## src/prsd_pkg.sv

```systemverilog
package prsd_pkg;
    localparam int ADDR_W = 10;
    localparam int DATA_W = 8;
    localparam int RDIV_W = 14;
    localparam int LOSS_W = 8;

    localparam logic [ADDR_W-1:0] OFS_CP = 10'h010;
    localparam logic [ADDR_W-1:0] OFS_RDIV_LO = 10'h011;
    localparam logic [ADDR_W-1:0] OFS_RDIV_HI = 10'h012;
    localparam logic [ADDR_W-1:0] OFS_ABL = 10'h017;
    localparam logic [ADDR_W-1:0] OFS_MONCFG = 10'h01b;
    localparam logic [ADDR_W-1:0] OFS_REFCTL = 10'h01c;
    localparam logic [ADDR_W-1:0] OFS_STATUS = 10'h01d;
    localparam logic [ADDR_W-1:0] OFS_CNTRST = 10'h01e;
    localparam logic [ADDR_W-1:0] OFS_UPDATE = 10'h232;

    localparam logic [DATA_W-1:0] UPDATE_GO = 8'h01;
    localparam logic [DATA_W-1:0] RDIV_HI_MASK = 8'h3f;
    localparam logic [1:0] PLL_ON = 2'h0;
    localparam logic [1:0] PLL_OFF = 2'h1;
    localparam logic [3:0] MON_PRI_BAD = 4'h7;
    localparam logic [3:0] MON_SEC_BAD = 4'h6;
    localparam logic [3:0] STS_PRI_BAD = 4'hf;
    localparam logic [3:0] STS_SEC_BAD = 4'he;

    localparam int CLK_NS = 10;
    localparam int REF_LOSS_NS = 1000;
    localparam int REF_LOSS_CYC = (REF_LOSS_NS + CLK_NS - 1) / CLK_NS;
    localparam logic [LOSS_W-1:0] LOSS_MAX = LOSS_W'(REF_LOSS_CYC);

    localparam int PIN_PRI = 0;
    localparam int PIN_SEC = 1;
    localparam int PIN_SEL = 2;
    localparam int PIN_SYNC = 3;
    localparam int PIN_N = 4;

    typedef enum logic [2:0] {
        CPM_HIZ = 3'h0,
        CPM_UP = 3'h1,
        CPM_DOWN = 3'h2,
        CPM_NORMAL = 3'h3
    } prsd_cpm_t;

    typedef enum logic [3:0] {
        SW_PRI = 4'b0001,
        SW_SEC = 4'b0010,
        SW_TO_PRI = 4'b0100,
        SW_TO_SEC = 4'b1000
    } prsd_sw_t;

    typedef struct packed {
        logic pfd_neg;
        prsd_cpm_t mode;
        logic [1:0] rsvd;
        logic [1:0] pll_pd;
    } prsd_cp_t;

    typedef struct packed {
        logic [2:0] rsvd;
        logic [2:0] cp_cur;
        logic [1:0] abl;
    } prsd_abl_t;

    typedef struct packed {
        logic [3:0] sts_src;
        logic [3:0] mon_src;
    } prsd_mon_t;

    typedef struct packed {
        logic deglitch_off;
        logic manual_sec;
        logic auto_en;
        logic selpin_en;
        logic prefer_sec;
        logic sec_en;
        logic pri_en;
        logic diff_sel;
    } prsd_refc_t;

    typedef struct packed {
        logic [3:0] rsvd;
        logic sync_en;
        logic status_cmd;
        logic shared_rst;
        logic r_rst;
    } prsd_cnt_t;

    typedef struct packed {
        logic [2:0] rsvd;
        logic diff_on;
        logic pending;
        logic sec_valid;
        logic pri_valid;
        logic sel_sec;
    } prsd_sts_t;

    typedef struct packed {
        prsd_cp_t cp;
        logic [DATA_W-1:0] rdiv_lo;
        logic [DATA_W-1:0] rdiv_hi;
        prsd_abl_t abl;
        prsd_mon_t mon;
        prsd_refc_t refc;
        prsd_cnt_t cnt;
    } prsd_cfg_t;

    typedef struct packed {
        logic hiz;
        logic up;
        logic down;
        logic normal;
        logic [2:0] cur_step;
        logic [1:0] abl_width;
    } prsd_cp_ctl_t;

    typedef struct packed {
        logic diff;
        logic pri;
        logic sec;
    } prsd_buf_pd_t;

    localparam prsd_cp_t CP_RST = '{pfd_neg: 1'b0, mode: CPM_HIZ, rsvd: 2'h0, pll_pd: PLL_OFF};
    localparam prsd_cfg_t CFG_RST = '{cp: CP_RST, default: '0};
    localparam prsd_cp_ctl_t CP_CTL_RST = '{hiz: 1'b1, default: '0};
    localparam prsd_buf_pd_t BUF_PD_RST = '{default: 1'b1};
endpackage

```

## src/prsd_top.sv

```systemverilog
// The address-and-strobe port was chosen for this implementation.
`timescale 1ns/1ps
module prsd_top (
    // clock and reset
    input wire logic clk_sys,
    input wire logic reset,
    // register port
    input wire logic [prsd_pkg::ADDR_W-1:0] reg_addr,
    input wire logic [prsd_pkg::DATA_W-1:0] reg_wr_data,
    input wire logic reg_wr,
    input wire logic reg_rd,
    output logic [prsd_pkg::DATA_W-1:0] reg_rd_data,
    // reference and control pins
    input wire logic primary_reference,
    input wire logic secondary_reference,
    input wire logic ref_select_pin,
    input wire logic sync_n,
    // pins and loop controls
    output logic reference_monitor_pin,
    output logic status_pin,
    output logic pfd_ref_pulse,
    output prsd_pkg::prsd_cp_ctl_t cp_ctl,
    output prsd_pkg::prsd_buf_pd_t buf_pd
);
    import prsd_pkg::*;

    typedef struct packed {
        prsd_cfg_t sh;
        prsd_cfg_t act;
        logic [DATA_W-1:0] rd_data;
        logic [PIN_N-1:0] s1;
        logic [PIN_N-1:0] s2;
        logic [PIN_SEC:PIN_PRI] s3;
        logic [LOSS_W-1:0] pri_loss;
        logic [LOSS_W-1:0] sec_loss;
        logic pri_valid;
        logic sec_valid;
        prsd_sw_t sw;
        logic [RDIV_W-1:0] div_cnt;
        logic pfd_pulse;
        logic mon_pin;
        logic sts_pin;
        prsd_cp_ctl_t cp_ctl;
        prsd_buf_pd_t buf_pd;
    } prsd_state_t;

    localparam prsd_state_t ST_RST = '{
        sh: CFG_RST,
        act: CFG_RST,
        sw: SW_PRI,
        cp_ctl: CP_CTL_RST,
        buf_pd: BUF_PD_RST,
        default: '0
    };

    prsd_state_t st_ff;
    prsd_state_t nxt_st;

    function automatic logic rise(input logic now, input logic was);
        return now & ~was;
    endfunction

    // saturates so a missing clock reads as lost, not wrapped
    function automatic logic [LOSS_W-1:0] loss_next(
        input logic edge_seen,
        input logic [LOSS_W-1:0] cnt
    );
        if (edge_seen) begin
            return '0;
        end
        if (cnt == LOSS_MAX) begin
            return cnt;
        end
        return LOSS_W'(cnt + 1'b1);
    endfunction

    function automatic logic src_level(
        input logic [3:0] src,
        input logic [3:0] pri_code,
        input logic [3:0] sec_code,
        input logic pv,
        input logic sv
    );
        if (src == pri_code) begin
            return ~pv;
        end
        if (src == sec_code) begin
            return ~sv;
        end
        return 1'b0;
    endfunction

    logic pll_down;
    logic pri_edge;
    logic sec_edge;
    logic cmd_lvl;
    logic want_sec;
    logic div_rst;
    logic upd_wr;
    logic sel_edge;
    logic [RDIV_W-1:0] ratio;
    logic [RDIV_W-1:0] last_cnt;
    prsd_sts_t sts;

    assign pll_down = st_ff.act.cp.pll_pd != PLL_ON;
    assign pri_edge = rise(st_ff.s2[PIN_PRI], st_ff.s3[PIN_PRI])
        & ~(st_ff.buf_pd.pri & st_ff.buf_pd.diff);
    assign sec_edge = rise(st_ff.s2[PIN_SEC], st_ff.s3[PIN_SEC])
        & ~st_ff.buf_pd.sec;
    assign upd_wr = reg_wr && reg_addr == OFS_UPDATE && reg_wr_data == UPDATE_GO;

    assign cmd_lvl = st_ff.act.cnt.status_cmd ? st_ff.sts_pin : st_ff.mon_pin;

    // switch target; auto mode only follows the pin level, so it always reverts
    always_comb begin
        want_sec = 1'b0;
        if (st_ff.act.refc.diff_sel) begin
            want_sec = 1'b0;
        end else if (st_ff.act.refc.auto_en) begin
            want_sec = st_ff.act.refc.prefer_sec ? ~cmd_lvl : cmd_lvl;
        end else if (st_ff.act.refc.selpin_en) begin
            want_sec = st_ff.s2[PIN_SEL];
        end else begin
            want_sec = st_ff.act.refc.manual_sec;
        end
    end

    assign div_rst = st_ff.act.cnt.r_rst
        | st_ff.act.cnt.shared_rst
        | (st_ff.act.cnt.sync_en & ~st_ff.s2[PIN_SYNC]);

    assign ratio = {st_ff.act.rdiv_hi[RDIV_W-DATA_W-1:0], st_ff.act.rdiv_lo};
    assign last_cnt = (ratio <= RDIV_W'(1)) ? '0 : RDIV_W'(ratio - 1'b1);

    always_comb begin
        sts = '0;
        sts.sel_sec = st_ff.sw == SW_SEC;
        sts.pri_valid = st_ff.pri_valid;
        sts.sec_valid = st_ff.sec_valid;
        sts.pending = st_ff.sw == SW_TO_PRI || st_ff.sw == SW_TO_SEC;
        sts.diff_on = ~st_ff.buf_pd.diff;
    end

    always_comb begin
        nxt_st = st_ff;
        sel_edge = 1'b0;

        nxt_st.s1 = {sync_n, ref_select_pin, secondary_reference, primary_reference};
        nxt_st.s2 = st_ff.s1;
        nxt_st.s3 = st_ff.s2[PIN_SEC:PIN_PRI];

        // shadow registers
        if (reg_wr) begin
            case (reg_addr)
                OFS_CP: begin
                    nxt_st.sh.cp = prsd_cp_t'(reg_wr_data);
                end
                OFS_RDIV_LO: begin
                    nxt_st.sh.rdiv_lo = reg_wr_data;
                end
                OFS_RDIV_HI: begin
                    nxt_st.sh.rdiv_hi = reg_wr_data & RDIV_HI_MASK;
                end
                OFS_ABL: begin
                    nxt_st.sh.abl = prsd_abl_t'(reg_wr_data);
                end
                OFS_MONCFG: begin
                    nxt_st.sh.mon = prsd_mon_t'(reg_wr_data);
                end
                OFS_REFCTL: begin
                    nxt_st.sh.refc = prsd_refc_t'(reg_wr_data);
                end
                OFS_CNTRST: begin
                    nxt_st.sh.cnt = prsd_cnt_t'(reg_wr_data);
                end
                default: begin
                end
            endcase
        end
        if (upd_wr) begin
            nxt_st.act = st_ff.sh;
        end

        // read data stands in the following cycle only
        nxt_st.rd_data = '0;
        if (reg_rd) begin
            case (reg_addr)
                OFS_CP: begin
                    nxt_st.rd_data = st_ff.sh.cp;
                end
                OFS_RDIV_LO: begin
                    nxt_st.rd_data = st_ff.sh.rdiv_lo;
                end
                OFS_RDIV_HI: begin
                    nxt_st.rd_data = st_ff.sh.rdiv_hi;
                end
                OFS_ABL: begin
                    nxt_st.rd_data = st_ff.sh.abl;
                end
                OFS_MONCFG: begin
                    nxt_st.rd_data = st_ff.sh.mon;
                end
                OFS_REFCTL: begin
                    nxt_st.rd_data = st_ff.sh.refc;
                end
                OFS_STATUS: begin
                    nxt_st.rd_data = sts;
                end
                OFS_CNTRST: begin
                    nxt_st.rd_data = st_ff.sh.cnt;
                end
                default: begin
                    nxt_st.rd_data = '0;
                end
            endcase
        end

        // reference presence; a powered-down buffer never counts as valid
        nxt_st.pri_loss = loss_next(pri_edge, st_ff.pri_loss);
        nxt_st.sec_loss = loss_next(sec_edge, st_ff.sec_loss);
        nxt_st.pri_valid = (~st_ff.buf_pd.pri | ~st_ff.buf_pd.diff)
            & (nxt_st.pri_loss != LOSS_MAX);
        nxt_st.sec_valid = ~st_ff.buf_pd.sec & (nxt_st.sec_loss != LOSS_MAX);

        nxt_st.mon_pin = src_level(st_ff.act.mon.mon_src, MON_PRI_BAD, MON_SEC_BAD,
            st_ff.pri_valid, st_ff.sec_valid);
        nxt_st.sts_pin = src_level(st_ff.act.mon.sts_src, STS_PRI_BAD, STS_SEC_BAD,
            st_ff.pri_valid, st_ff.sec_valid);

        // switchover; waiting states hold off edges until the new reference rises
        unique case (st_ff.sw)
            SW_PRI: begin
                sel_edge = pri_edge;
                if (want_sec) begin
                    nxt_st.sw = st_ff.act.refc.deglitch_off ? SW_SEC : SW_TO_SEC;
                end
            end
            SW_SEC: begin
                sel_edge = sec_edge;
                if (!want_sec) begin
                    nxt_st.sw = st_ff.act.refc.deglitch_off ? SW_PRI : SW_TO_PRI;
                end
            end
            SW_TO_SEC: begin
                if (!want_sec) begin
                    nxt_st.sw = SW_PRI;
                end else if (sec_edge) begin
                    sel_edge = 1'b1;
                    nxt_st.sw = SW_SEC;
                end
            end
            SW_TO_PRI: begin
                if (want_sec) begin
                    nxt_st.sw = SW_SEC;
                end else if (pri_edge) begin
                    sel_edge = 1'b1;
                    nxt_st.sw = SW_PRI;
                end
            end
            default: begin
                nxt_st.sw = SW_PRI;
            end
        endcase

        // reference divider, pulse marks the phase detector reference edge
        nxt_st.pfd_pulse = 1'b0;
        if (div_rst) begin
            nxt_st.div_cnt = '0;
        end else if (sel_edge && st_ff.div_cnt >= last_cnt) begin
            nxt_st.div_cnt = '0;
            nxt_st.pfd_pulse = 1'b1;
        end else if (sel_edge) begin
            nxt_st.div_cnt = RDIV_W'(st_ff.div_cnt + 1'b1);
        end

        // buffer power-down
        nxt_st.buf_pd.diff = pll_down | ~st_ff.act.refc.diff_sel
            | ~st_ff.act.refc.pri_en;
        nxt_st.buf_pd.pri = pll_down | ~st_ff.act.refc.pri_en
            | st_ff.act.refc.diff_sel;
        nxt_st.buf_pd.sec = pll_down | ~st_ff.act.refc.sec_en
            | st_ff.act.refc.diff_sel;

        // pump controls; undefined mode codes fall back to high-z
        nxt_st.cp_ctl = '0;
        nxt_st.cp_ctl.abl_width = st_ff.act.abl.abl;
        nxt_st.cp_ctl.cur_step = st_ff.act.abl.cp_cur;
        case (st_ff.act.cp.mode)
            CPM_NORMAL: begin
                nxt_st.cp_ctl.normal = 1'b1;
            end
            CPM_UP: begin
                nxt_st.cp_ctl.up = 1'b1;
            end
            CPM_DOWN: begin
                nxt_st.cp_ctl.down = 1'b1;
            end
            default: begin
                nxt_st.cp_ctl.hiz = 1'b1;
            end
        endcase
    end

    always_ff @(posedge clk_sys or posedge reset) begin
        if (reset) begin
            st_ff <= ST_RST;
        end else begin
            st_ff <= nxt_st;
        end
    end

    assign reg_rd_data = st_ff.rd_data;
    assign reference_monitor_pin = st_ff.mon_pin;
    assign status_pin = st_ff.sts_pin;
    assign pfd_ref_pulse = st_ff.pfd_pulse;
    assign cp_ctl = st_ff.cp_ctl;
    assign buf_pd = st_ff.buf_pd;

    abl_follow_a: assert property (@(posedge clk_sys) disable iff (reset)
        $changed(st_ff.act.abl.abl) |=> cp_ctl.abl_width == $past(st_ff.act.abl.abl))
        else $error("antibacklash width not applied");

    cp_normal_a: assert property (@(posedge clk_sys) disable iff (reset)
        st_ff.act.cp.mode == CPM_NORMAL |=> cp_ctl.normal && !cp_ctl.hiz && !cp_ctl.up)
        else $error("pump not in normal mode");

    diff_pd_a: assert property (@(posedge clk_sys) disable iff (reset)
        (pll_down || !st_ff.act.refc.diff_sel) |=> buf_pd.diff)
        else $error("differential buffer left powered");

    se_pd_a: assert property (@(posedge clk_sys) disable iff (reset)
        (pll_down || st_ff.act.refc.diff_sel || !st_ff.act.refc.sec_en) |=> buf_pd.sec)
        else $error("secondary buffer left powered");

    diff_no_sw_a: assert property (@(posedge clk_sys) disable iff (reset)
        st_ff.act.refc.diff_sel && st_ff.sw == SW_PRI |=> st_ff.sw == SW_PRI)
        else $error("switch in differential mode");

    mon_high_a: assert property (@(posedge clk_sys) disable iff (reset)
        st_ff.act.mon.mon_src == MON_PRI_BAD && !st_ff.pri_valid
        ##1 st_ff.act.mon.mon_src == MON_PRI_BAD |-> reference_monitor_pin)
        else $error("monitor pin low with primary invalid");

    deglitch_a: assert property (@(posedge clk_sys) disable iff (reset)
        st_ff.sw == SW_TO_SEC && !sec_edge && !div_rst |=> $stable(st_ff.div_cnt))
        else $error("edge passed while switch pending");

    div_one_a: assert property (@(posedge clk_sys) disable iff (reset)
        sel_edge && !div_rst && ratio <= RDIV_W'(1) |=> pfd_ref_pulse)
        else $error("ratio one did not pulse every edge");

    div_wrap_a: assert property (@(posedge clk_sys) disable iff (reset)
        pfd_ref_pulse |-> st_ff.div_cnt == '0 && $past(st_ff.div_cnt) >= $past(last_cnt))
        else $error("divider pulsed before its count");

    div_rst_a: assert property (@(posedge clk_sys) disable iff (reset)
        div_rst |=> st_ff.div_cnt == '0 && !pfd_ref_pulse)
        else $error("divider ran while held in reset");

    rst_sticky_a: assert property (@(posedge clk_sys) disable iff (reset)
        st_ff.sh.cnt.r_rst && !(reg_wr && reg_addr == OFS_CNTRST) |=> st_ff.sh.cnt.r_rst)
        else $error("reset bit cleared itself");

    upd_only_a: assert property (@(posedge clk_sys) disable iff (reset)
        !upd_wr |=> $stable(st_ff.act))
        else $error("settings changed without update");
endmodule

```

## config.mk

```make
export PLATFORM = sky130hd
export DESIGN_NAME = prsd_top
export DESIGN_NICKNAME = d
export VERILOG_FILES = /design/src/prsd_pkg.sv /design/src/prsd_top.sv
export SDC_FILE = /design/constraint.sdc
export NUM_CORES = 1
export LEC_CHECK = 0
export BUFFER_PORTS_ARGS = -buffer_cell sky130_fd_sc_hd__buf_2
export CORE_MARGIN = 1.5
export CORE_UTILIZATION = 45
export DETAILED_ROUTE_END_ITERATION = 10
export PLACE_DENSITY = 0.61
export SYNTH_ARGS = -nofsm -noshare
export SYNTH_HDL_FRONTEND = slang
export SYNTH_SLANG_ARGS = --single-unit
```

## constraint.sdc

```tcl
create_clock -name clk_sys -period 7.18 [get_ports clk_sys]
set_input_delay 0.718 -clock clk_sys [delete_from_list [all_inputs] [get_ports clk_sys]]
set_output_delay 0.718 -clock clk_sys [all_outputs]
set_load 0.01 [all_outputs]
```

* Yosys cells after proc, flatten, opt, wreduce, memory -nomap -nowiden
Index checks and enable logic that the tools add are counted.
Cells by class: order comparisons 2, shifts and indexed selects 0, mux-type cells 57, equality and inequality tests 29, bitwise operators 30, reductions and logical operators 15, add/sub/neg operators 4, multiply operators 0, divide/modulo/power cells 0
Operators with widths (count):
- == test 10 x 5 -> 1 bit, second input constant | 8
- two-way mux 8 bit | 9
- one-hot mux 8 bit (8 select lines) | 1
- two-way mux 14 bit | 4
- two-way mux 1 bit | 33
- two-way mux 4 bit | 7
- adder 8 x 1 -> 8 bit, second input constant | 2
- == test 8 x 7 -> 1 bit, second input constant | 2
- inequality test 8 x 7 -> 1 bit, second input constant | 2
- one-hot mux 4 bit (4 select lines) | 1
- adder 14 x 1 -> 14 bit, second input constant | 1
- >= comparator 14 bit | 1
- less-or-equal comparator 14 x 1 -> 1 bit, second input constant | 1
- AND reduction 2 bit | 7
- subtractor 14 x 1 -> 14 bit, second input constant | 1
- NOT 1 bit | 13
- == test 4 x 3 -> 1 bit, second input constant | 3
- == test 4 bit, second input constant | 3
- == test 10 bit, second input constant | 1
- bitwise OR 1 bit | 9
- AND 1 bit | 8
- == test 8 x 1 -> 1 bit, second input constant | 1
- == test 3 x 2 -> 1 bit, second input constant | 2
- inequality test 3 bit, second input constant | 2
- other kinds (12) | 15
Storage, ports and cells: bits in latches 0, bits of input ports 26, register bits 167, output and inout port bits 23, ROM bits 0, logic and storage cells 203, bits in writable memories 0, memories 0

* Depth between registers and ports, before layout
Gate-level depths: netlist (run 1).
depth in word-level cells 10, mapped depth 15, gate-level depth less buffers 14

* Least setup slack after synthesis (run 1)
No wires, ideal clock.
path type reg-to-reg, start register st_ff, in the netlist ratio[10], end register st_ff[26] (netlist bit), library setup time 0.087 ns, required time 7.093 ns, clock period less this slack 3.302 ns, stages on the path, launching flop included 13, arrival time 3.215 ns, slack 3.878 ns, path buffers 1, cells stage by stage dfrtp_1 or4_1 nor3_1 nand2_1 clkbuf_1 nand2_1 ha_1 nand4_1 nor3_1 a211o_1 a211oi_1 o211ai_1 o211ai_1
Between the ends: longest elaborated chain between the ends 6, elaborated cells on any way between the ends 8, classes of those cells add/sub: 1; order compare: 2; mux: 3; reduce/logical: 2
RTL lines:
- start, declared | RTL line prsd_top.sv:56 | prsd_state_t st_ff;
- start signal, assigned | RTL line prsd_top.sv:308 | st_ff <= nxt_st;
- subtractor 14 x 1 -> 14 bit or less-or-equal comparator 14 x 1 -> 1 bit (tied branches) | RTL line prsd_top.sv:133 | assign last_cnt = (ratio <= RDIV_W'(1)) ? '0 : RDIV_W'(ratio - 1'b1);
- two-way mux 14 bit (*) | RTL line prsd_top.sv:133
- >= comparator 14 bit (*) | RTL line prsd_top.sv:269 | end else if (sel_edge && st_ff.div_cnt >= last_cnt) begin
- logical AND 1 bit (*) | RTL line prsd_top.sv:269
- two-way mux 14 bit | RTL line prsd_top.sv:269
- two-way mux 14 bit | RTL line prsd_top.sv:267 | if (div_rst) begin
Mark *: on every way between the ends. The rest lies on a longest branch, timed or not. A chain may end at the register's enable or synchronous reset.

* Worst setup path in the final report (run 1)
Ends and elaborated chain as after synthesis.

==> results by stage, run 1 <==
Hold path:
- The hold path depth is 0.
- The path class of the tightest hold or removal check is reg2reg.
- For hold timing, the worst endpoint is st_ff[55].
- The start point of the worst min-delay path is nxt_st[55].

Global route:
- The via count of the first global-routing pass was 5813.
- The global-route congestion overflow total is 0.
- The initial antenna violation count is 0.
- Global routing consumed, over all layers together, 20.0% of the routing resources.
- The first global-routing pass estimated 30400 um of wire.
- The largest net degree at the start of global routing is 95.

Worst setup path:
- The worst setup slack for register-to-register paths is 3.13 ns.
- In this design, the stage delay of the slowest critical-path cell is 1.01 ns.
- For the worst flop-to-flop path, the logic depth is 11.
- The required time of the critical path is 7.51 ns.
- The launching element type of the critical path is a flip-flop.
- The signal on the critical path passes through or4_1, nor3_1, nand2_1, nand2b_1, ha_1, o21ai_0, o21ai_0, a211o_1, a211oi_1, o211ai_1, o211ai_1.
- In this run the worst path has a maximum fanout of 13.
- The start-to-end type of the worst setup path is reg2reg.
- The worst setup path is captured at a flip-flop.
- In this run the critical register-to-register path is captured at st_ff[26].
- The reg-to-reg critical path startpoint is ratio[10].
- The highest-delay cell along the critical path is sky130_fd_sc_hd__a211oi_1.
- The critical path arrival is 4.38 ns.

Clock tree:
- The clock passes through at most 2 buffers.
- The TritonCTS clock tree is yes.
- The H-tree generated during clock tree synthesis spans 4 levels.
- The root buffer cell chosen for the clock tree is sky130_fd_sc_hd__clkbuf_16.
- The post-CTS repair timing setup buffer count is 0.
- The clock transition at the registers of the reported paths is 0.07 ns.
- The clock reaches the later pin of the worst-skew pair after 0.43 ns.
- In this run, CTS created clock tree buffers numbering 17.
- CTS saw 167 sinks.
- The count of hold-fix buffers inserted at cts is 0.
- The number of cells upsized or downsized after cts is 0.

Placed design:
- The number of placed instances, taps included, is 967.
- The final weighted congestion of routability-driven global placement is 0.895.
- After legalization and detailed placement, the total HPWL measured 12800 um.
- The number of buffer cells added on primary ports is 48.

Timing:
- The max-slew violation count was 0.
- The smallest clock period supported by the final layout is computed as 4.05 ns.
- The actual slew at the worst max-slew pin is 1.27 ns.
- Setup repair after global routing left no endpoint under its margin.
- The worst slew margin relative to its limit is 14.8%.
- The number of endpoints with negative hold slack in the final report is 0.
- The setup-violating endpoint count in the final report is 0.
- Timing would allow up to 0.247 GHz.
- Of the available clock period, the critical path in the final layout requires 56.4%.
- The post-route clock skew is 0.0140 ns.
- The final-layout setup total negative slack is 0 ns.

Run status:
- The run finished with clean final reports.

Route:
- The number of optimization iterations in the first detailed-route pass is 5.
- The via count is 5721.
- The post-route DRC violation count is 0.
- In this run the remaining antenna-violating nets after routing total 0.
- The final layout contains routed wiring with a total length of 18200 um.
- The via count normalized by instance count is 5.73.
- The final routed wire length divided by cell count is 18.2 um.
- In this run, the number of DRC markers left after iteration 0 of detailed routing was 367.

Synthesis:
- For this run, asynchronously set or reset flops after synthesis account for 100%.
- Sequential elements use 50.9% of the synthesized area.
- The cell area that synthesis handed to floorplanning was 0.00823 sq mm.
- In this run, synthesis produced a sequential element count of 167.
- The synthesized design spends more area on one cell type than any other, namely sky130_fd_sc_hd__dfrtp_1.
- The fraction of post-synthesis cell area in the top cell type by area is 48.6%.
- The mean post-synth cell area is 11.3 sq um.
- The number of enable flip-flop cells after synthesis is 0.
- The post-synth net total is 775.
- After synthesis, the netlist uses 67 different library cells.
- Among all flip-flop cells after synthesis, the most frequent one is sky130_fd_sc_hd__dfrtp_1.
- By area the synthesized netlist is led by sky130_fd_sc_hd__dfrtp_1 (49%), sky130_fd_sc_hd__mux2_2 (14%), sky130_fd_sc_hd__ha_1 (3.2%).
- The post-synthesis instance total is 728.
- The synthesis warning total is 0.

Floorplan:
- The horizontal die dimension is 138 um.
- In this run the count of I/O pins placed on the die edge is 49.
- The overall die height is 138 um.
- The total die area is 0.0191 sq mm.
- The standard cell core area is 0.0180 sq mm.
- The initial core utilization is 45.8%.
- Row generation in the floorplan step produced 49 rows.

Cells and area:
- Of the cells placed in the final design, the portion with a size suffix greater than 1 is 27.4%.
- In the final layout, the multi-input gates occupy 0.00373 sq mm.
- Leaving out fill and tap cells, the most frequent cell in the layout is sky130_fd_sc_hd__dfrtp_1.
- In the layout the commonest cells are sky130_fd_sc_hd__dfrtp_1 (160), sky130_fd_sc_hd__mux2_2 (100), sky130_fd_sc_hd__nand2_1 (61).
- At the end of the flow, the number of nets in the layout was 804.
- After filler insertion, the fill cell instance count of the layout stands at 1600.
- The register area is 0.00419 sq mm.
- 0 antenna diodes ended up in the layout.
- The count of non-filler cells in the finished layout is 999.
- The area growth from synthesis to layout is 11.0%.

Power and ir drop:
- The leakage power of the design is 4.25 nW.
- The worst voltage drop across the vdd grid is 151 uV.
- Net switching is 25.0% of the power.
- The internal power of the cells totals 1.44 mW.
- Summed over all nets, the switching power comes to 0.479 mW.
- The part of the total power dissipated in sequential elements is 49.7%.
- Dividing total power by cell area gives a power density of 210 mW/mm^2.
- The share of power burned in the clock network is 47.3%.
- Combinational logic burns 3.0% of the power.

Flow run:
- Across the run, the number of max-cap violations was 0.
==> metal layers <==
metal	vias up	global-route usage, %	part of all wire [%]
li1	2676	-	-
met3	40	4.64	4.3
met1	2860	27.8	46
met4	0	7.87	2.8
met2	145	30.3	47
met5	-	0	0
==> synth_stat cells, drive strengths merged (15+ instances only) <==
cell type	n
buf	31
mux2	100
o21ai	28
inv	21
nor3	16
ha	21
nand2	64
mux2i	15
xor2	15
nor2	45
a21oi	24
nand3	20
dfrtp	160
==> worst max path at each step <==
| stage | end | slack [ns] | startpoint | depth (start not counted) |
|---|---|---|---|---|
| detailed placement | st_ff[26] | 3.24 | ratio[10] | 11 |
| floorplan | cp_ctl[0] | 1.96 | reset | 1 |
| finish | st_ff[26] | 3.13 | ratio[10] | 11 |
| global placement | st_ff[26] | 3.42 | ratio[6] | 13 |
| global route | st_ff[26] | 2.80 | ratio[10] | 11 |
| CTS | st_ff[26] | 3.19 | ratio[10] | 11 |
==> cells by family after synthesis <==
| logic type | Yosys count | share of synthesized area, % |
|---|---|---|
| AO/OA/AOI/OAI | 112 | 8.98 |
| XOR/XNOR | 27 | 2.87 |
| adder cells (fa/ha/maj) | 21 | 3.19 |
| buffers and inverters | 63 | 3.97 |
| flip-flops | 167 | 50.9 |
| multiplexers | 115 | 15.5 |
| AND/OR/NAND/NOR | 223 | 14.6 |
==> power by group through the flow <==
stage	sequential (mW)	clock [mW]	combinational (mW)
global route	0.954	0.964	0.0642
floorplan	0.969	0	0.0323
CTS	0.953	0.923	0.0589
detailed placement	0.971	0	0.0588
finish	0.953	0.906	0.0570
global placement	0.971	0	0.0573
==> flip-flops by register name (all words and copies together) (netlist names) <==
name,cells
st_ff,119
buf_pd,3
pfd_ref_pulse,1
ratio,14
nxt_st,11
status_pin,1
reg_rd_data,8
reference_monitor_pin,1
cp_ctl,9
==> critical path, delay by kind of cell (launching register included) <==
kind / cells / cell delay [ns]
simple gates: 4 / 1.27
fa+ha+maj: 1 / 0.24
compound gates: 6 / 2.04
flops: 1 / 0.42
==> final cells by class <==
class	instances	area share, %
Timing Repair Buffer	52	2.96
Clock inverter	14	1.64
Sequential cell	167	45.8
Multi-Input combinational cell	498	40.7
Tap cell	229	3.13
Clock buffer	18	4.80
Inverter	21	0.917
==> per-stage QoR <==
stage | total power, mW | instance area (sq um) | setup slack (ns) | utilization [%] | hold slack, ns
2_1_floorplan | 1.00 | 8230 | 1.96 | - | 0.331
3_3_place_gp | 1.03 | 8550 | 3.42 | 47.6 | 0.335
3_5_place_dp | 1.03 | 8550 | 3.24 | 47.6 | 0.337
4_1_cts | 1.93 | 9140 | 3.19 | 50.9 | 0.362
5_1_grt | 1.98 | 9140 | 2.80 | 50.9 | 0.363
6_report | 1.92 | 9140 | 3.13 | 50.9 | 0.356
(Power assumes the default switching activity.)
==> run 2: changes to the inputs <==
==> constraint.sdc (replaced) <==
create_clock -name clk_sys -period 4.1 [get_ports clk_sys]
set_input_delay 0.41 -clock clk_sys [delete_from_list [all_inputs] [get_ports clk_sys]]
set_output_delay 0.41 -clock clk_sys [all_outputs]
set_load 0.01 [all_outputs]
==> run 2 against run 1 <==
Worst setup slack lost 2.7 ns; largest power group is now the clock network; non-clock buffer count grew 2; highest routed layer unchanged; critical endpoint is now st_ff[21]; largest cell class unchanged; design area grew 0.99%; critical path type unchanged.
==> results by stage, run 2 (same netlist as run 1, synthesis figures left out) <==
Run status:
- The run finished with clean final reports.

Cells and area:
- The top cell types in the final layout, fill and taps aside, are sky130_fd_sc_hd__dfrtp_1 (160), sky130_fd_sc_hd__mux2_2 (100), sky130_fd_sc_hd__nand2_1 (61).
- Compared with the post-synthesis result, the final layout area differs by 12.1%.
- The register with the most flip-flops in the layout has 119 of them.
- The number of antenna diodes in the final layout is 0.
- The fraction of final layout cells with drive strength greater than 1 is 27.6%.
- The register with the most flip-flops is st_ff.
- The commonest non-fill, non-tap cell in the layout is sky130_fd_sc_hd__dfrtp_1.
- The number of nets in the finished design is 806.

Global route:
- Entering global routing, the biggest net connects 143 pins.
- The first global-routing pass estimated 30300 um of wire.
- The global-route congestion overflow total is 0.
- The initial antenna violation count is 0.
- The via count of the first global-routing pass came to 5667.
- The global routing usage summed across all routing layers is 19.9%.

Timing:
- Based on the critical path, the design can be clocked at up to 0.272 GHz.
- The final critical path takes up 89.6% of the cycle.
- The number of endpoints with negative hold slack in the final report is 0.
- The worst slew margin relative to its limit is 46.4%.
- The setup-violating endpoint count in the final report is 0.
- The max-slew violation count came to 0.
- The shortest period the worst path allows is 3.67 ns.
- For the final database, setup skew stands at 0.0143 ns.
- On the final layout, the worst hold slack is 0.0294 ns.
- After routing, the total negative slack on setup checks comes to 0 ns.
- Setup repair after global routing left no endpoint under its margin.
- The actual slew at the worst max-slew pin is 0.798 ns.

Floorplan:
- The region available for standard cell placement spans 0.0180 sq mm.
- The horizontal die dimension is 138 um.
- The die covers 0.0191 sq mm.
- Once the floorplan was initialized, standard cells occupied 45.8% of the core.
- The floorplan has 49 rows.
- 49 I/O pins were placed.
- The overall die height is 138 um.

Route:
- The final routed wire length divided by cell count is 18.4 um.
- Dividing the detail-routed via count by the number of cells gives 5.64.
- The residual antenna-violating net count after detailed routing is 0.
- The first routing iteration left 323 violations.
- Before antenna repair, the detailed router went through 5 iterations.
- After detailed routing, the number of remaining DRC violations is 0.
- The final route contains 5650 vias.
- The total wire length after detailed routing is 18400 um.

Worst setup path:
- The start-to-end type of the worst setup path is reg2reg.
- The startpoint identified for the worst register-to-register timing path is ratio[4].
- The critical path arrival is 4.01 ns.
- The worst setup path is launched from a flip-flop.
- The worst setup path startpoint is ratio[4].
- The required time of the critical path is 4.44 ns.
- Of all nets on the critical path, the largest fanout is 6.
- STA classifies the critical path endpoint as a flip-flop.

Power and ir drop:
- Dividing total power by cell area gives a power density of 380 mW/mm^2.
- Across the VDD grid, the largest voltage drop is 275 uV.
- For this design the static power due to leakage is 4.29 nW.

Clock tree:
- The clock transition at the registers of the reported paths is 0.08 ns.
- In this run the number of H-tree levels came out at 4.
- The total clock buffers created by CTS is 17.
- The tree is rooted in a sky130_fd_sc_hd__clkbuf_16.
- In this run, post-CTS hold repair placed 0 buffers.
- Post-CTS timing repair inserted 0 buffers for setup.
- At the later pin of the worst-skew pair, clock insertion delay measures 0.44 ns.
- TritonCTS built the clock tree.
- The number of sinks driven by the clock tree is 167.
- The worst-case clock buffer depth is 2.
- The number of cells upsized or downsized after cts is 0.

Flow run:
- The number of max-capacitance violations reported is 0.

Placed design:
- At the end of routability-driven placement, the weighted congestion stood at 0.869.
- The number of buffer cells added on primary ports is 48.
- The estimated wirelength of the detail-placed design is 12700 um.

Hold path:
- The class of the worst hold path is in2async.
-- run 2: changes by cell type in the layout (fill, tap and decap cells not counted), sizes merged --
cell,previous run,this run
inv,29,26
buf,52,54
bufinv,0,2
clkbuf,18,17
clkinv,5,6
clkinvlp,1,2
-- run 2: metal layers --
metal | wire length, um | track usage (%)
met1 | 8610 | 27.1
met2 | 8940 | 32.3
met3 | 578 | 4.09
met4 | 259 | 6.09
met5 | 0 | 0
-- run 2: power by group --
part	internal (mW)	switching (mW)
registers	1.66	0.00946
logic	0.0285	0.0741
clock network	0.948	0.788
total	2.64	0.872
-- run 2: worst paths after layout --
kind,cells past startpoint,slack [ns],end
setup / recovery,13,0.43,st_ff[21]
hold / removal,2,0.03,st_ff[87]
setup reg to reg,13,0.43,st_ff[21]
hold reg to reg,0,0.35,st_ff[55]
max in group asynchronous,3,2.94,st_ff[28]
min in group clk_sys,1,0.08,nxt_st[53]
-- run 2: area by class of cell --
type                    count  area (sq um)
well taps                 229           287
fillers                  1568          8730
multi-input cells         498          3730
repair buffers             54           298
clock inverters            15           228
clock buffers              17           425
inverters                  21          82.6
flip-flops and latches    167          4190
-- run 2: worst max-delay path: stages (launching register included) --
cell                      delay, ns
sky130_fd_sc_hd__dfrtp_1       0.45
sky130_fd_sc_hd__nor4_1        0.38
sky130_fd_sc_hd__nor2b_1       0.30
sky130_fd_sc_hd__nand2_1       0.12
sky130_fd_sc_hd__nor4_1        0.30
sky130_fd_sc_hd__xor2_1        0.18
sky130_fd_sc_hd__nand2_1       0.07
sky130_fd_sc_hd__ha_1          0.32
sky130_fd_sc_hd__nand4_1       0.09
sky130_fd_sc_hd__o21ai_0       0.09
sky130_fd_sc_hd__a211o_1       0.32
sky130_fd_sc_hd__a21o_1        0.20
sky130_fd_sc_hd__or4b_2        0.63
sky130_fd_sc_hd__o21ai_0       0.11
-- run 2: metrics by stage --
stage	instance area [sq um]	worst slack, ns	power [mW]	util [%]	std cells
after floorplan	8240	0.798	1.75	-	728
after global placement	8580	0.708	1.80	47.8	969
after detailed placement	8580	0.524	1.80	47.8	969
after CTS	9230	0.455	3.53	51.4	1001
after global routing	9230	0.136	3.62	51.4	1001
final	9230	0.426	3.51	51.4	1001
==> run 3: changes to the inputs <==
--- a/config.mk
+++ b/config.mk
@@ -7,9 +7,9 @@
 export LEC_CHECK = 0
 export BUFFER_PORTS_ARGS = -buffer_cell sky130_fd_sc_hd__buf_2
 export CORE_MARGIN = 1.5
-export CORE_UTILIZATION = 45
+export CORE_UTILIZATION = 55
 export DETAILED_ROUTE_END_ITERATION = 10
-export PLACE_DENSITY = 0.61
+export PLACE_DENSITY = 0.72
 export SYNTH_ARGS = -nofsm -noshare
 export SYNTH_HDL_FRONTEND = slang
 export SYNTH_SLANG_ARGS = --single-unit
==> run 3 against run 2 <==
Sequential cell count unchanged; first-iteration DRC count increased by 13%; combinational power about the same; largest power group is now registers; count of clock-buffer cells in the layout increased by 1.
==> results by stage, run 3 (same netlist as run 1, synthesis figures left out) <==
Cells and area:
- The register area is 0.00419 sq mm.
- The register with the most flip-flops in the layout has 119 of them.
- In the final layout, the multi-input gates occupy 0.00373 sq mm.
- Ranked by flip-flop count, first place goes to st_ff.
- The final layout contains 806 nets.
- The count of filler cells inserted in the layout is 1142.
- The commonest non-fill, non-tap cell in the layout is sky130_fd_sc_hd__dfrtp_1.
- The area added between synthesis and finish is 10.4%.
- The finished layout holds 956 standard cells, fillers aside.
- The number of antenna diodes in the final layout is 0.
- The fraction of final layout cells with drive strength greater than 1 is 27.5%.
- The library cells used most frequently in the layout, excluding fill and tap cells, are sky130_fd_sc_hd__dfrtp_1 (160), sky130_fd_sc_hd__mux2_2 (100), sky130_fd_sc_hd__nand2_1 (61).
- Cells fill 62.3% of the core in the end.

Global route:
- The global routing usage summed across all routing layers is 24.2%.
- The initial antenna violation count is 0.
- The first global-routing pass estimated 30200 um of wire.
- The via count of the first global-routing pass is 5927.
- The global-route congestion overflow total is 0.
- The largest net degree at the start of global routing is 139.

Route:
- The number of optimization iterations in the first detailed-route pass is 5.
- After detailed routing, the number of remaining DRC violations is 0.
- The detailed router finished its first iteration with 364 violations.
- The count of nets left with antenna violations once routing finished came out at 0.
- Summed over all layers, the routed wires come to 18100 um.
- The routed layout has 5798 vias.
- Dividing the detail-routed wire length by the instance count gives 18.9 um.
- The via count normalized by instance count is 6.06.

Floorplan:
- The horizontal die dimension is 125 um.
- The overall die height is 125 um.
- Pin placement for this block handled 49 I/O pins.
- The initial utilization of the core area, before any placement, comes to 56.4%.
- The die covers 0.0157 sq mm.
- The core region is 0.0146 sq mm.
- The number of placement rows is 44.

Timing:
- Across all setup checks in the final design, the least slack found is 0.528 ns.
- The number of endpoints with negative hold slack in the final report is 0.
- For the pin with the worst max-slew slack, the measured transition is 0.767 ns.
- The worst slew margin relative to its limit is 48.5%.
- Setup violations remaining at the end of the flow were counted as 0.
- Derived from the worst setup path, the maximum achievable clock frequency is 0.280 GHz.
- Setup total negative slack on the finished layout was measured at 0 ns.
- The shortest period the worst path allows is 3.57 ns.
- The max-slew violation count is 0.
- The clock arrives with 0.00864 ns of skew.
- After layout, the worst path uses 87.1% of the clock period.
- Setup repair after global routing left no endpoint under its margin.

Power and ir drop:
- The power density of the placed cells is 362 mW/mm^2.
- Summed over all cells, the static leakage comes to 4.25 nW.
- IR analysis of the VDD net gives a maximum drop of 294 uV.

Placed design:
- The estimated wirelength of the detail-placed design is 12800 um.
- The final weighted congestion of routability-driven global placement is 0.843.
- Timing analysis after detailed placement gives a worst setup slack of 0.591 ns.
- In this run, placement finished with an instance count of 924.
- Buffers placed on the I/O ports in this run total 48.

Clock tree:
- The count of hold-fix buffers inserted at cts is 0.
- The post-CTS repair timing setup buffer count is 0.
- The number of cells upsized or downsized after cts is 0.
- Clock latency on the worst-skew pair, taken at its later pin, is 0.42 ns.
- The cell sitting at the root of the clock tree is a sky130_fd_sc_hd__clkbuf_16.
- TritonCTS built the clock tree.
- The clock net in this run drives a total of 167 sinks.
- The clock passes through at most 2 buffers.
- The depth of the CTS H-tree is 4.
- The number of clock buffers added by TritonCTS is 17.
- The clock transition at the registers of the reported paths is 0.07 ns.

Flow run:
- Max-cap violations in this run came to 0.

Worst setup path:
- The capturing element type of the critical path is a flip-flop.
- The required time of the critical path is 4.43 ns.
- The critical path arrival is 3.90 ns.
- The worst setup path is launched from a flip-flop.
- The highest fanout seen on the critical path is 6.
- By startpoint and endpoint, the worst setup path is classified as reg2reg.

Run status:
- The flow ran to the end, and the final reports show no timing, DRC or antenna violations.

Hold path:
- The class of the worst hold path is in2async.
==> run 3: path summary, 6_finish.rpt <==
| path | to | from | slack [ns] | depth (start not counted) |
|---|---|---|---|---|
| hold reg to reg | st_ff[55] | nxt_st[55] | 0.35 | 0 |
| setup / recovery | st_ff[21] | ratio[4] | 0.53 | 13 |
| max in group asynchronous | st_ff[18] | reset | 2.93 | 3 |
| hold / removal | st_ff[35] | reset | 0.08 | 2 |
| min in group clk_sys | nxt_st[56] | sync_n | 0.09 | 1 |
| setup reg to reg | st_ff[21] | ratio[4] | 0.53 | 13 |
==> run 3: cell type report <==
type / instances / share of cell area (%)
clock inverters: 14 / 1.47
clock buffers: 18 / 4.72
multi-input cells: 498 / 41.0
well taps: 184 / 2.53
repair buffers: 54 / 3.28
inverters: 21 / 0.909
flip-flops and latches: 167 / 46.1
==> run 3: power breakdown <==
part           switching [mW]  internal [mW]  leakage (nW)
Sequential            0.00918           1.66          2.23
Combinational          0.0727         0.0285          1.74
Clock                   0.715          0.805         0.278
Total                   0.797           2.49          4.25
==> run 3: worst max-delay path, stage by stage (launching register included) <==
cell	delay, ns
sky130_fd_sc_hd__dfrtp_1	0.44
sky130_fd_sc_hd__nor4_1	0.35
sky130_fd_sc_hd__nor2b_1	0.29
sky130_fd_sc_hd__nand2_1	0.10
sky130_fd_sc_hd__nor4_1	0.27
sky130_fd_sc_hd__xor2_1	0.18
sky130_fd_sc_hd__nand2_1	0.07
sky130_fd_sc_hd__ha_1	0.32
sky130_fd_sc_hd__nand4_1	0.09
sky130_fd_sc_hd__o21ai_0	0.08
sky130_fd_sc_hd__a211o_1	0.32
sky130_fd_sc_hd__a21o_1	0.20
sky130_fd_sc_hd__or4b_2	0.64
sky130_fd_sc_hd__o21ai_0	0.11
==> run 3: layer usage <==
metal | vias to the layer above | global-route usage, % | part of all wire (%)
met1 | 2893 | 32.3 | 44
met4 | 0 | 9.29 | 2.9
met5 | - | 0 | 0
li1 | 2675 | - | -
met3 | 48 | 5.26 | 4.3
met2 | 182 | 39.0 | 49
==> run 3: metrics by stage <==
stage | hold slack [ns] | instance area, sq um | total power [mW]
global placement | 0.334 | 8520 | 1.80
CTS | 0.0760 | 9090 | 3.32
floorplan | 0.331 | 8240 | 1.75
detailed placement | 0.336 | 8520 | 1.80
global route | 0.0698 | 9090 | 3.41
finish | 0.0806 | 9090 | 3.29
